## src/rtl/nvs_regs.svh

```systemverilog
// timing and layout constants for the nonvolatile sram host controller
// assumes a 25 MHz clock (40 ns period)
`ifndef NVS_REGS_SVH
`define NVS_REGS_SVH
`define NVS_CLK_PERIOD_NS 40
// precharge_min_time in ns, as a plain default
`define NVS_PRECHARGE_MIN_TIME_NS 60
// address_access_time in ns
`define NVS_ADDRESS_ACCESS_TIME_NS 60
// page (column) access time in ns
`define NVS_PAGE_ACCESS_TIME_NS 25
// write pulse width in ns
`define NVS_WRITE_PULSE_NS 40
// least times round up to whole cycles, never below one
`define NVS_CEIL_CYC(t) (((t) + `NVS_CLK_PERIOD_NS - 1) / `NVS_CLK_PERIOD_NS)
`define NVS_PC_CYC `NVS_CEIL_CYC(`NVS_PRECHARGE_MIN_TIME_NS)
`define NVS_AA_CYC `NVS_CEIL_CYC(`NVS_ADDRESS_ACCESS_TIME_NS)
`define NVS_AAP_CYC `NVS_CEIL_CYC(`NVS_PAGE_ACCESS_TIME_NS)
`define NVS_WP_CYC `NVS_CEIL_CYC(`NVS_WRITE_PULSE_NS)
// address field positions: row 16..2, column 1..0, byte lane 17
`define NVS_ROW_MSB 16
`define NVS_ROW_LSB 2
`define NVS_COL_MSB 1
`define NVS_BYTE_BIT 17
`define NVS_CNT_W 4
`endif

```

## src/rtl/nvs_pkg.sv

```systemverilog
// types shared by the nonvolatile sram host controller
package nvs_pkg;
   // user request: 18-bit byte address in byte mode, word address otherwise
   typedef struct packed {
      logic [17:0] addr;
      logic write;
      logic byte_mode;
      logic [15:0] wdata;
      logic [1:0] be;
   } nvs_req_t;
   // pins driven toward the memory
   typedef struct packed {
      logic [16:0] addr;
      logic chip_enable_n;
      logic write_enable_n;
      logic output_enable_n;
      logic upper_byte_select_n;
      logic lower_byte_select_n;
      logic sleep_request_n;
   } nvs_pins_t;
   typedef enum logic [2:0] {NVS_IDLE, NVS_ACCESS, NVS_WPULSE,
      NVS_DONE, NVS_PRECHARGE} nvs_state_t;
endpackage

```

## src/rtl/nvs_host.sv

```systemverilog
// host controller driving an asynchronous nonvolatile sram over its pins
// assumes pin inputs are synchronous to clk; one request at a time
`timescale 1ns/10ps
`include "nvs_regs.svh"

// What this block does
// - Write enable stays high through power-up and power-down.
// - In byte mode the lanes are joined and address bit 17 picks the lane.
// - A four-word page read costs the bus 4+3+3+3 clocks or more.
// - Chip enable stays low between accesses until an idle cycle with no request closes the row.
// - Precharge is chip enable high for at least the minimum time.
module nvs_host
(
   // clock and reset
   input wire logic clk,
   input wire logic rst_n,
   // user request side
   input wire nvs_pkg::nvs_req_t req,
   input wire logic req_valid,
   output logic req_ready,
   output logic [15:0] rdata,
   output logic rdata_valid,
   // memory pins
   output nvs_pkg::nvs_pins_t pins,
   output logic [15:0] dq_out,
   output logic [15:0] dq_oe,
   input wire logic [15:0] dq_in
);
   import nvs_pkg::*;

   localparam logic [`NVS_CNT_W-1:0] PC_CYC = `NVS_CNT_W'(`NVS_PC_CYC);
   localparam logic [`NVS_CNT_W-1:0] AA_CYC = `NVS_CNT_W'(`NVS_AA_CYC);
   localparam logic [`NVS_CNT_W-1:0] AAP_CYC = `NVS_CNT_W'(`NVS_AAP_CYC);
   localparam logic [`NVS_CNT_W-1:0] WP_CYC = `NVS_CNT_W'(`NVS_WP_CYC);

   nvs_state_t state_reg, state_next;
   logic [`NVS_CNT_W-1:0] cnt_reg, cnt_next;
   nvs_pins_t pins_reg, pins_next;
   logic [15:0] dq_out_reg, dq_out_next;
   logic [15:0] dq_oe_reg, dq_oe_next;
   logic [15:0] rdata_reg, rdata_next;
   logic rvalid_reg, rvalid_next;
   logic ready_reg, ready_next;
   logic row_open_reg, row_open_next;
   logic [16:0] waddr;
   logic [1:0] sel_n;
   logic [15:0] wdata;
   logic same_row;

   // map request onto word address, lanes and data
   always_comb
   begin
      if (req.byte_mode)
      begin
         waddr = req.addr[16:0];
         // lane chosen by bit 17; lanes are tied together
         sel_n = req.addr[`NVS_BYTE_BIT] ? 2'h1 : 2'h2;
         wdata = {req.wdata[7:0], req.wdata[7:0]};
      end
      else
      begin
         waddr = req.addr[16:0];
         sel_n = ~req.be;
         wdata = req.wdata;
      end
      // row compare on bits 16..2 only
      same_row = row_open_reg &&
         (waddr[`NVS_ROW_MSB:`NVS_ROW_LSB] ==
          pins_reg.addr[`NVS_ROW_MSB:`NVS_ROW_LSB]);
   end

   // sequencer: chip enable, strobes, timing counters
   always_comb
   begin
      state_next = state_reg;
      cnt_next = cnt_reg;
      pins_next = pins_reg;
      dq_out_next = dq_out_reg;
      dq_oe_next = dq_oe_reg;
      rdata_next = rdata_reg;
      rvalid_next = 1'b0;
      ready_next = ready_reg;
      row_open_next = row_open_reg;
      unique case (state_reg)
         NVS_IDLE:
         begin
            if (req_valid && ready_reg)
            begin
               ready_next = 1'b0;
               pins_next.addr = waddr;
               pins_next.chip_enable_n = 1'b0;
               pins_next.upper_byte_select_n = sel_n[1];
               pins_next.lower_byte_select_n = sel_n[0];
               pins_next.output_enable_n = req.write;
               // same row: column change only, short page time
               cnt_next = same_row ? AAP_CYC : AA_CYC;
               row_open_next = 1'b1;
               if (req.write)
               begin
                  dq_out_next = wdata;
                  dq_oe_next = {{8{~sel_n[1]}}, {8{~sel_n[0]}}};
                  pins_next.write_enable_n = 1'b0;
                  cnt_next = WP_CYC;
                  state_next = NVS_WPULSE;
               end
               else
               begin
                  dq_oe_next = 16'h0000;
                  state_next = NVS_ACCESS;
               end
            end
            else if (row_open_reg)
            begin
               // no queued work: close row, save standby current
               pins_next.chip_enable_n = 1'b1;
               pins_next.output_enable_n = 1'b1;
               row_open_next = 1'b0;
               cnt_next = PC_CYC;
               ready_next = 1'b0;
               state_next = NVS_PRECHARGE;
            end
         end
         NVS_ACCESS:
         begin
            // wait out the access time before sampling the bus
            if (cnt_reg <= `NVS_CNT_W'(1))
            begin
               rdata_next = dq_in;
               rvalid_next = 1'b1;
               state_next = NVS_DONE;
            end
            else
               cnt_next = cnt_reg - `NVS_CNT_W'(1);
         end
         NVS_WPULSE:
         begin
            if (cnt_reg <= `NVS_CNT_W'(1))
            begin
               // write ends on rising write enable, data held past it
               pins_next.write_enable_n = 1'b1;
               state_next = NVS_DONE;
            end
            else
               cnt_next = cnt_reg - `NVS_CNT_W'(1);
         end
         NVS_DONE:
         begin
            // chip enable stays low so the next column is a page access
            dq_oe_next = 16'h0000;
            pins_next.output_enable_n = 1'b1;
            ready_next = 1'b1;
            state_next = NVS_IDLE;
         end
         NVS_PRECHARGE:
         begin
            // chip enable high for the whole minimum time
            if (cnt_reg <= `NVS_CNT_W'(1))
            begin
               ready_next = 1'b1;
               state_next = NVS_IDLE;
            end
            else
               cnt_next = cnt_reg - `NVS_CNT_W'(1);
         end
      endcase
   end

   // register stage; reset leaves write enable and chip enable high
   always_ff @(posedge clk or negedge rst_n)
   begin
      if (!rst_n)
      begin
         state_reg <= NVS_IDLE;
         cnt_reg <= '0;
         pins_reg <= '{addr: 17'h00000, chip_enable_n: 1'b1,
            write_enable_n: 1'b1, output_enable_n: 1'b1,
            upper_byte_select_n: 1'b1, lower_byte_select_n: 1'b1,
            sleep_request_n: 1'b1};
         dq_out_reg <= 16'h0000;
         dq_oe_reg <= 16'h0000;
         rdata_reg <= 16'h0000;
         rvalid_reg <= 1'b0;
         ready_reg <= 1'b1;
         row_open_reg <= 1'b0;
      end
      else
      begin
         state_reg <= state_next;
         cnt_reg <= cnt_next;
         pins_reg <= pins_next;
         dq_out_reg <= dq_out_next;
         dq_oe_reg <= dq_oe_next;
         rdata_reg <= rdata_next;
         rvalid_reg <= rvalid_next;
         ready_reg <= ready_next;
         row_open_reg <= row_open_next;
      end
   end

   // outputs straight from flip-flops
   assign pins = pins_reg;
   assign dq_out = dq_out_reg;
   assign dq_oe = dq_oe_reg;
   assign rdata = rdata_reg;
   assign rdata_valid = rvalid_reg;
   assign req_ready = ready_reg;
endmodule

```

## config.mk

```make
export PLATFORM = sky130hd
export DESIGN_NAME = nvs_host
export DESIGN_NICKNAME = d
export VERILOG_FILES = /design/src/rtl/nvs_pkg.sv /design/src/rtl/nvs_host.sv
export VERILOG_INCLUDE_DIRS = /design/src /design/src/rtl
export SDC_FILE = /design/constraint.sdc
export NUM_CORES = 1
export LEC_CHECK = 0
export BUFFER_PORTS_ARGS = -buffer_cell sky130_fd_sc_hd__buf_2
export CORE_UTILIZATION = 43
export CTS_CLUSTER_SIZE = 14
export DETAILED_ROUTE_END_ITERATION = 8
export PLACE_DENSITY = 0.86
export REMOVE_ABC_BUFFERS = 1
export SLEW_MARGIN = 30
export SYNTH_ARGS = -nofsm -noshare
export SYNTH_HDL_FRONTEND = slang
export SYNTH_SLANG_ARGS = --single-unit
```

## constraint.sdc

```tcl
create_clock -name clk -period 1.99 [get_ports clk]
set_input_delay 0.0995 -clock clk [delete_from_list [all_inputs] [get_ports clk]]
set_output_delay 0.0995 -clock clk [all_outputs]
set_load 0.05 [all_outputs]
```

# --- After elaboration in Yosys (flattened, before gate mapping) ---
# Cells that the tools add are included.
classes:
  n_addsub: 1
  multipliers: 0
  n_div: 0
  order_cmp: 1
  n_eq_ne: 12
  n_shift: 0
  n_mux: 32
  n_bitwise: 3
  reduce_logical: 20
op_table:
  columns: ["op", "n"]
  rows:
  - ["$mux W16", 3]
  - ["$pmux W16 S2", 1]
  - ["$eq A15 B15 Y1", 1]
  - ["$mux W3", 4]
  - ["$mux W4", 3]
  - ["$pmux W3 S4", 1]
  - ["$reduce_and A3 Y1", 4]
  - ["$mux W1", 11]
  - ["$mux W2", 5]
  - ["$ne A2 B2 Y1 const B", 5]
  - ["$reduce_and A2 Y1", 5]
  - ["$pmux W4 S2", 1]
  - ["$reduce_bool A2 Y1", 4]
  - ["$eq A3 B2 Y1 const B", 2]
  - ["$le A4 B1 Y1 const B", 1]
  - ["$pmux W1 S2", 2]
  - ["$reduce_and A4 Y1", 1]
  - ["$sub A4 B1 Y4 const B", 1]
  - ["$eq A3 B1 Y1 const B", 1]
  - ["$eq A3 B3 Y1 const B", 1]
  - ["$logic_not A3 Y1", 1]
  - ["$ne A3 B3 Y1 const B", 1]
  - ["$pmux W1 S3", 1]
  - ["$reduce_bool A3 Y1", 1]
  - ["6 further kinds", 8]
totals:
  ff_bits: 80
  latchBits: 0
  ram_bits: 0
  rom_bits: 0
  in_bits: 57
  out_inout_bits: 73
  elab_cells: 83
  mem_count: 0

# --- Depth between registers and ports, before layout ---
depth:
  ltp_word: 6
  ltp_mapped: 8
  depth_no_buf: 6

# --- Least setup slack after synthesis ---
# OpenSTA, ideal clock, no wires.
synth_path:
  kind: "flip-flop to flip-flop"
  start: "register cnt_reg[0]"
  end: "register rdata_reg[10], in the netlist rdata[10]"
  t_arrival_ns: 1.762
  t_required_ns: 1.865
  setup_slack_ns: 0.103
  path_stages_with_launch: 7
  n_path_buf: 1
  period_less_slack_ns: 1.887
  cell_sequence: "dfrtp_1 > inv_1 > ha_1 > o21ai_0 > nor3b_2 > buf_6 > mux2_2"
synth_via:
  elab_chain_cells: 2
synth_lines:
  columns: ["element", "line", "source"]
  rows:
  - ["start, declared", "nvs_host.sv:37", "logic [`NVS_CNT_W-1:0] cnt_reg, cnt_next;"]
  - ["start signal, assigned", "nvs_host.sv:189", "cnt_reg <= cnt_next;"]
  - ["$le A4 B1 Y1", "nvs_host.sv:126", "if (cnt_reg <= `NVS_CNT_W'(1))"]
  - ["$reduce_and A2 Y1 (no source line)", null, null]
  - ["end signal, assigned", "nvs_host.sv:193", "rdata_reg <= rdata_next;"]
  - ["end, declared", "nvs_host.sv:41", "logic [15:0] rdata_reg, rdata_next;"]
# No other way between the ends.
# A chain may end at the register's enable or synchronous reset.

# --- Final worst setup path ---
layout_path:
  start: "register cnt_reg[0]"
  end: "register cnt_reg[0]"
layout_via:
  elab_chain_cells: 3
layout_lines:
  columns: ["element"]
  rows:
  - ["$sub A4 B1 Y4 or $le A4 B1 Y1 (tied branches)"]
  - ["$mux W4 or $ne A2 B2 Y1 (tied branches)"]
  - ["$pmux W4 S2 or $reduce_and A3 Y1 (tied branches)"]
# Parallel ways exist; a longest one is shown, timed or not. The select of a mux whose other input is x is not followed.

==> reports/summary.txt <==
Status - complete, no violations
Worst-Margin Slew - 0.481 ns
Gr usage total - 0.220
Proportion of layout cells with a drive suffix above 1 - 0.410
Fill cells - 532
WL/cell - 14.5 um
Routed Wire Length - 7910 um
DRC violation count after routing - 0
Non-Filler Instances - 545
Worst Clk Skew - 0.0167 ns
Clock tree buffer depth - 2
Via Count - 2698
Tmin final - 1.86 ns
Synth Warn # - 0
Slowest stage cell, crit path - dfrtp_1
Core box area - 6870 um2
Seq cells post-synth - 66
Hold Violations, Final - 0
Initial antenna violation count - 0
Cts bufs inserted - 9
Max Cap Viol - 0
Ant. Diodes - 0
H-tree depth - 3
Buf/Inv on CP - 2
Setup TNS - 0 ns
TritonRoute pass-1 iters - 4
Vias in the first global route - 2764
Clock slew at reported path FFs - 0.07 ns
Post-DR vias/cell - 4.95
Die Area - 7570 um2
Worst skew pair latency - 0.34 ns
# setup viols final - 0
CP max stage delay - 0.41 ns
Critical path arrival - 2.08 ns
Sink Count - 66
Critical-path cell list - inv_1 > ha_1 > o21ai_0 > buf_4 > a21o_1 > o41ai_1 > a2bb2oi_1
Initial Utilization - 0.452
Net count reported at finish - 503
First-pass GRT wire length - 12500 um
Cell count after synthesis - 292
Placer congestion estimate - 0.801
Starting DRT DRC Count - 203
Worst path required time - 2.21 ns
PortBufs - 128
Hpwl dp - 5040 um
Die X - 87 um
Dpl cells - 493
# IOs - 130
Core Util, Final - 0.631
Clk root buf - clkbuf_8
Post-Route Hold Slack - 0.0166 ns
Post-CTS resize count - 0
Area occupied by multi-input gates - 1250 um2
Ys async rst share - 1.00
Grt ovf - 0
Syn Area/Cell - 10.6 um2
Worst slew margin - 0.675
Cell family with most CP delay - compound AO/OA/AOI/OAI gates
Most used flip-flop cell after synthesis - dfrtp_1
Critical Path Sink Type - register
Pin count of the biggest net entering global routing - 67
Post-route clock period utilization - 0.933
Hold crit path type - in2reg
Cell Area, Synth - 3110 um2
WS Path Type - reg2reg
Startpoint Class - register
Die Y - 87 um
Rows - 30
Final Slew Violations - 0
RSZ-0062 raised after global routing - false
Layout area overhead - 39.5%
Cell variety after synth - 39
Post-route ant nets - 0
Sequential share of the synthesized area - 0.534
Sequential Area - 1660 um2
Largest register FFs - 22
CP max FO - 11
Post-synth EDFFs - 0
TritonCTS clock tree - done
Max Freq - 539 MHz
## timing repair
item | 4_1_cts | 5_1_grt
endpoints found under the hold margin | 94 | 1
setup buffers | 0 | 0
hold buffers | 35 | 1
## cell usage in the layout, fill, tap and decap left out, types with 4 or more instances in the layout
cell type,count
nor2_1,8
xnor2_1,16
mux2_2,22
o21ai_0,16
dfrtp_1,60
nand4_1,4
nand2_1,75
nand3_1,7
clkbuf_8,10
dlygate4sd3_1,36
mux2i_1,9
dfstp_2,6
buf_2,128
buf_4,4
## layout make-up
class / count / share of cell area
multi-input cells: 194 / 0.288
inverters: 3 / 0.00260
repair buffers: 170 / 0.247
flip-flops and latches: 66 / 0.383
clock inverters: 5 / 0.0196
clock buffers: 11 / 0.0326
well taps: 96 / 0.0277
## cells in the mapped netlist, types with 4 or more instances
| library cell | number | share of area |
|---|---|---|
| dfrtp_1 | 60 | 0.48 |
| mux2i_1 | 9 | 0.029 |
| nand3_1 | 7 | 0.011 |
| nand4_1 | 4 | 0.0081 |
| mux2_2 | 22 | 0.080 |
| o21ai_0 | 16 | 0.026 |
| buf_2 | 7 | 0.011 |
| dfstp_2 | 6 | 0.051 |
| xnor2_1 | 16 | 0.045 |
| nor2_1 | 8 | 0.0097 |
| clkbuf_1 | 5 | 0.0060 |
| nand2_1 | 75 | 0.091 |
| buf_4 | 15 | 0.036 |
## worst paths after layout
path                                  from    endpoint  slack, ns  cells past startpoint
worst max-delay path            cnt_reg[0]  cnt_reg[0]       0.13                      7
worst min-delay path                req[5]   dq_out[3]       0.02                      2
worst max register to register  cnt_reg[0]  cnt_reg[0]       0.13                      7
worst min register to register  dq_out[15]  dq_out[15]       0.47                      2
max in group asynchronous            rst_n   req_ready       1.34                      3
min in group asynchronous            rst_n    pins[21]       0.28                      3
## metrics by stage
step	setup slack, ns	instance area [um2]
after floorplan	-1.08	2920
after global placement	0.289	3750
after detailed placement	0.211	3750
after CTS	0.164	4330
after global routing	0.0537	4340
final	0.133	4340
## layer usage
metal | global-route usage | part of all wire
met1 | 0.247 | 0.39
met2 | 0.387 | 0.52
met3 | 0.0464 | 0.055
met4 | 0.124 | 0.032
met5 | 0 | 0
## logic make-up after synthesis
logic type / Yosys count / share of synthesized area
compound gates: 33 / 0.0656
xor+xnor: 18 / 0.0507
fa+ha+maj: 2 / 0.00805
buf+inv: 32 / 0.0644
flops: 66 / 0.534
mux: 35 / 0.128
other cells: 1 / 0.00121
simple gates: 105 / 0.148
Power is left out: the tool's default activity adds up to more than one toggle a clock period on the data nets, which glitch-free logic cannot reach.
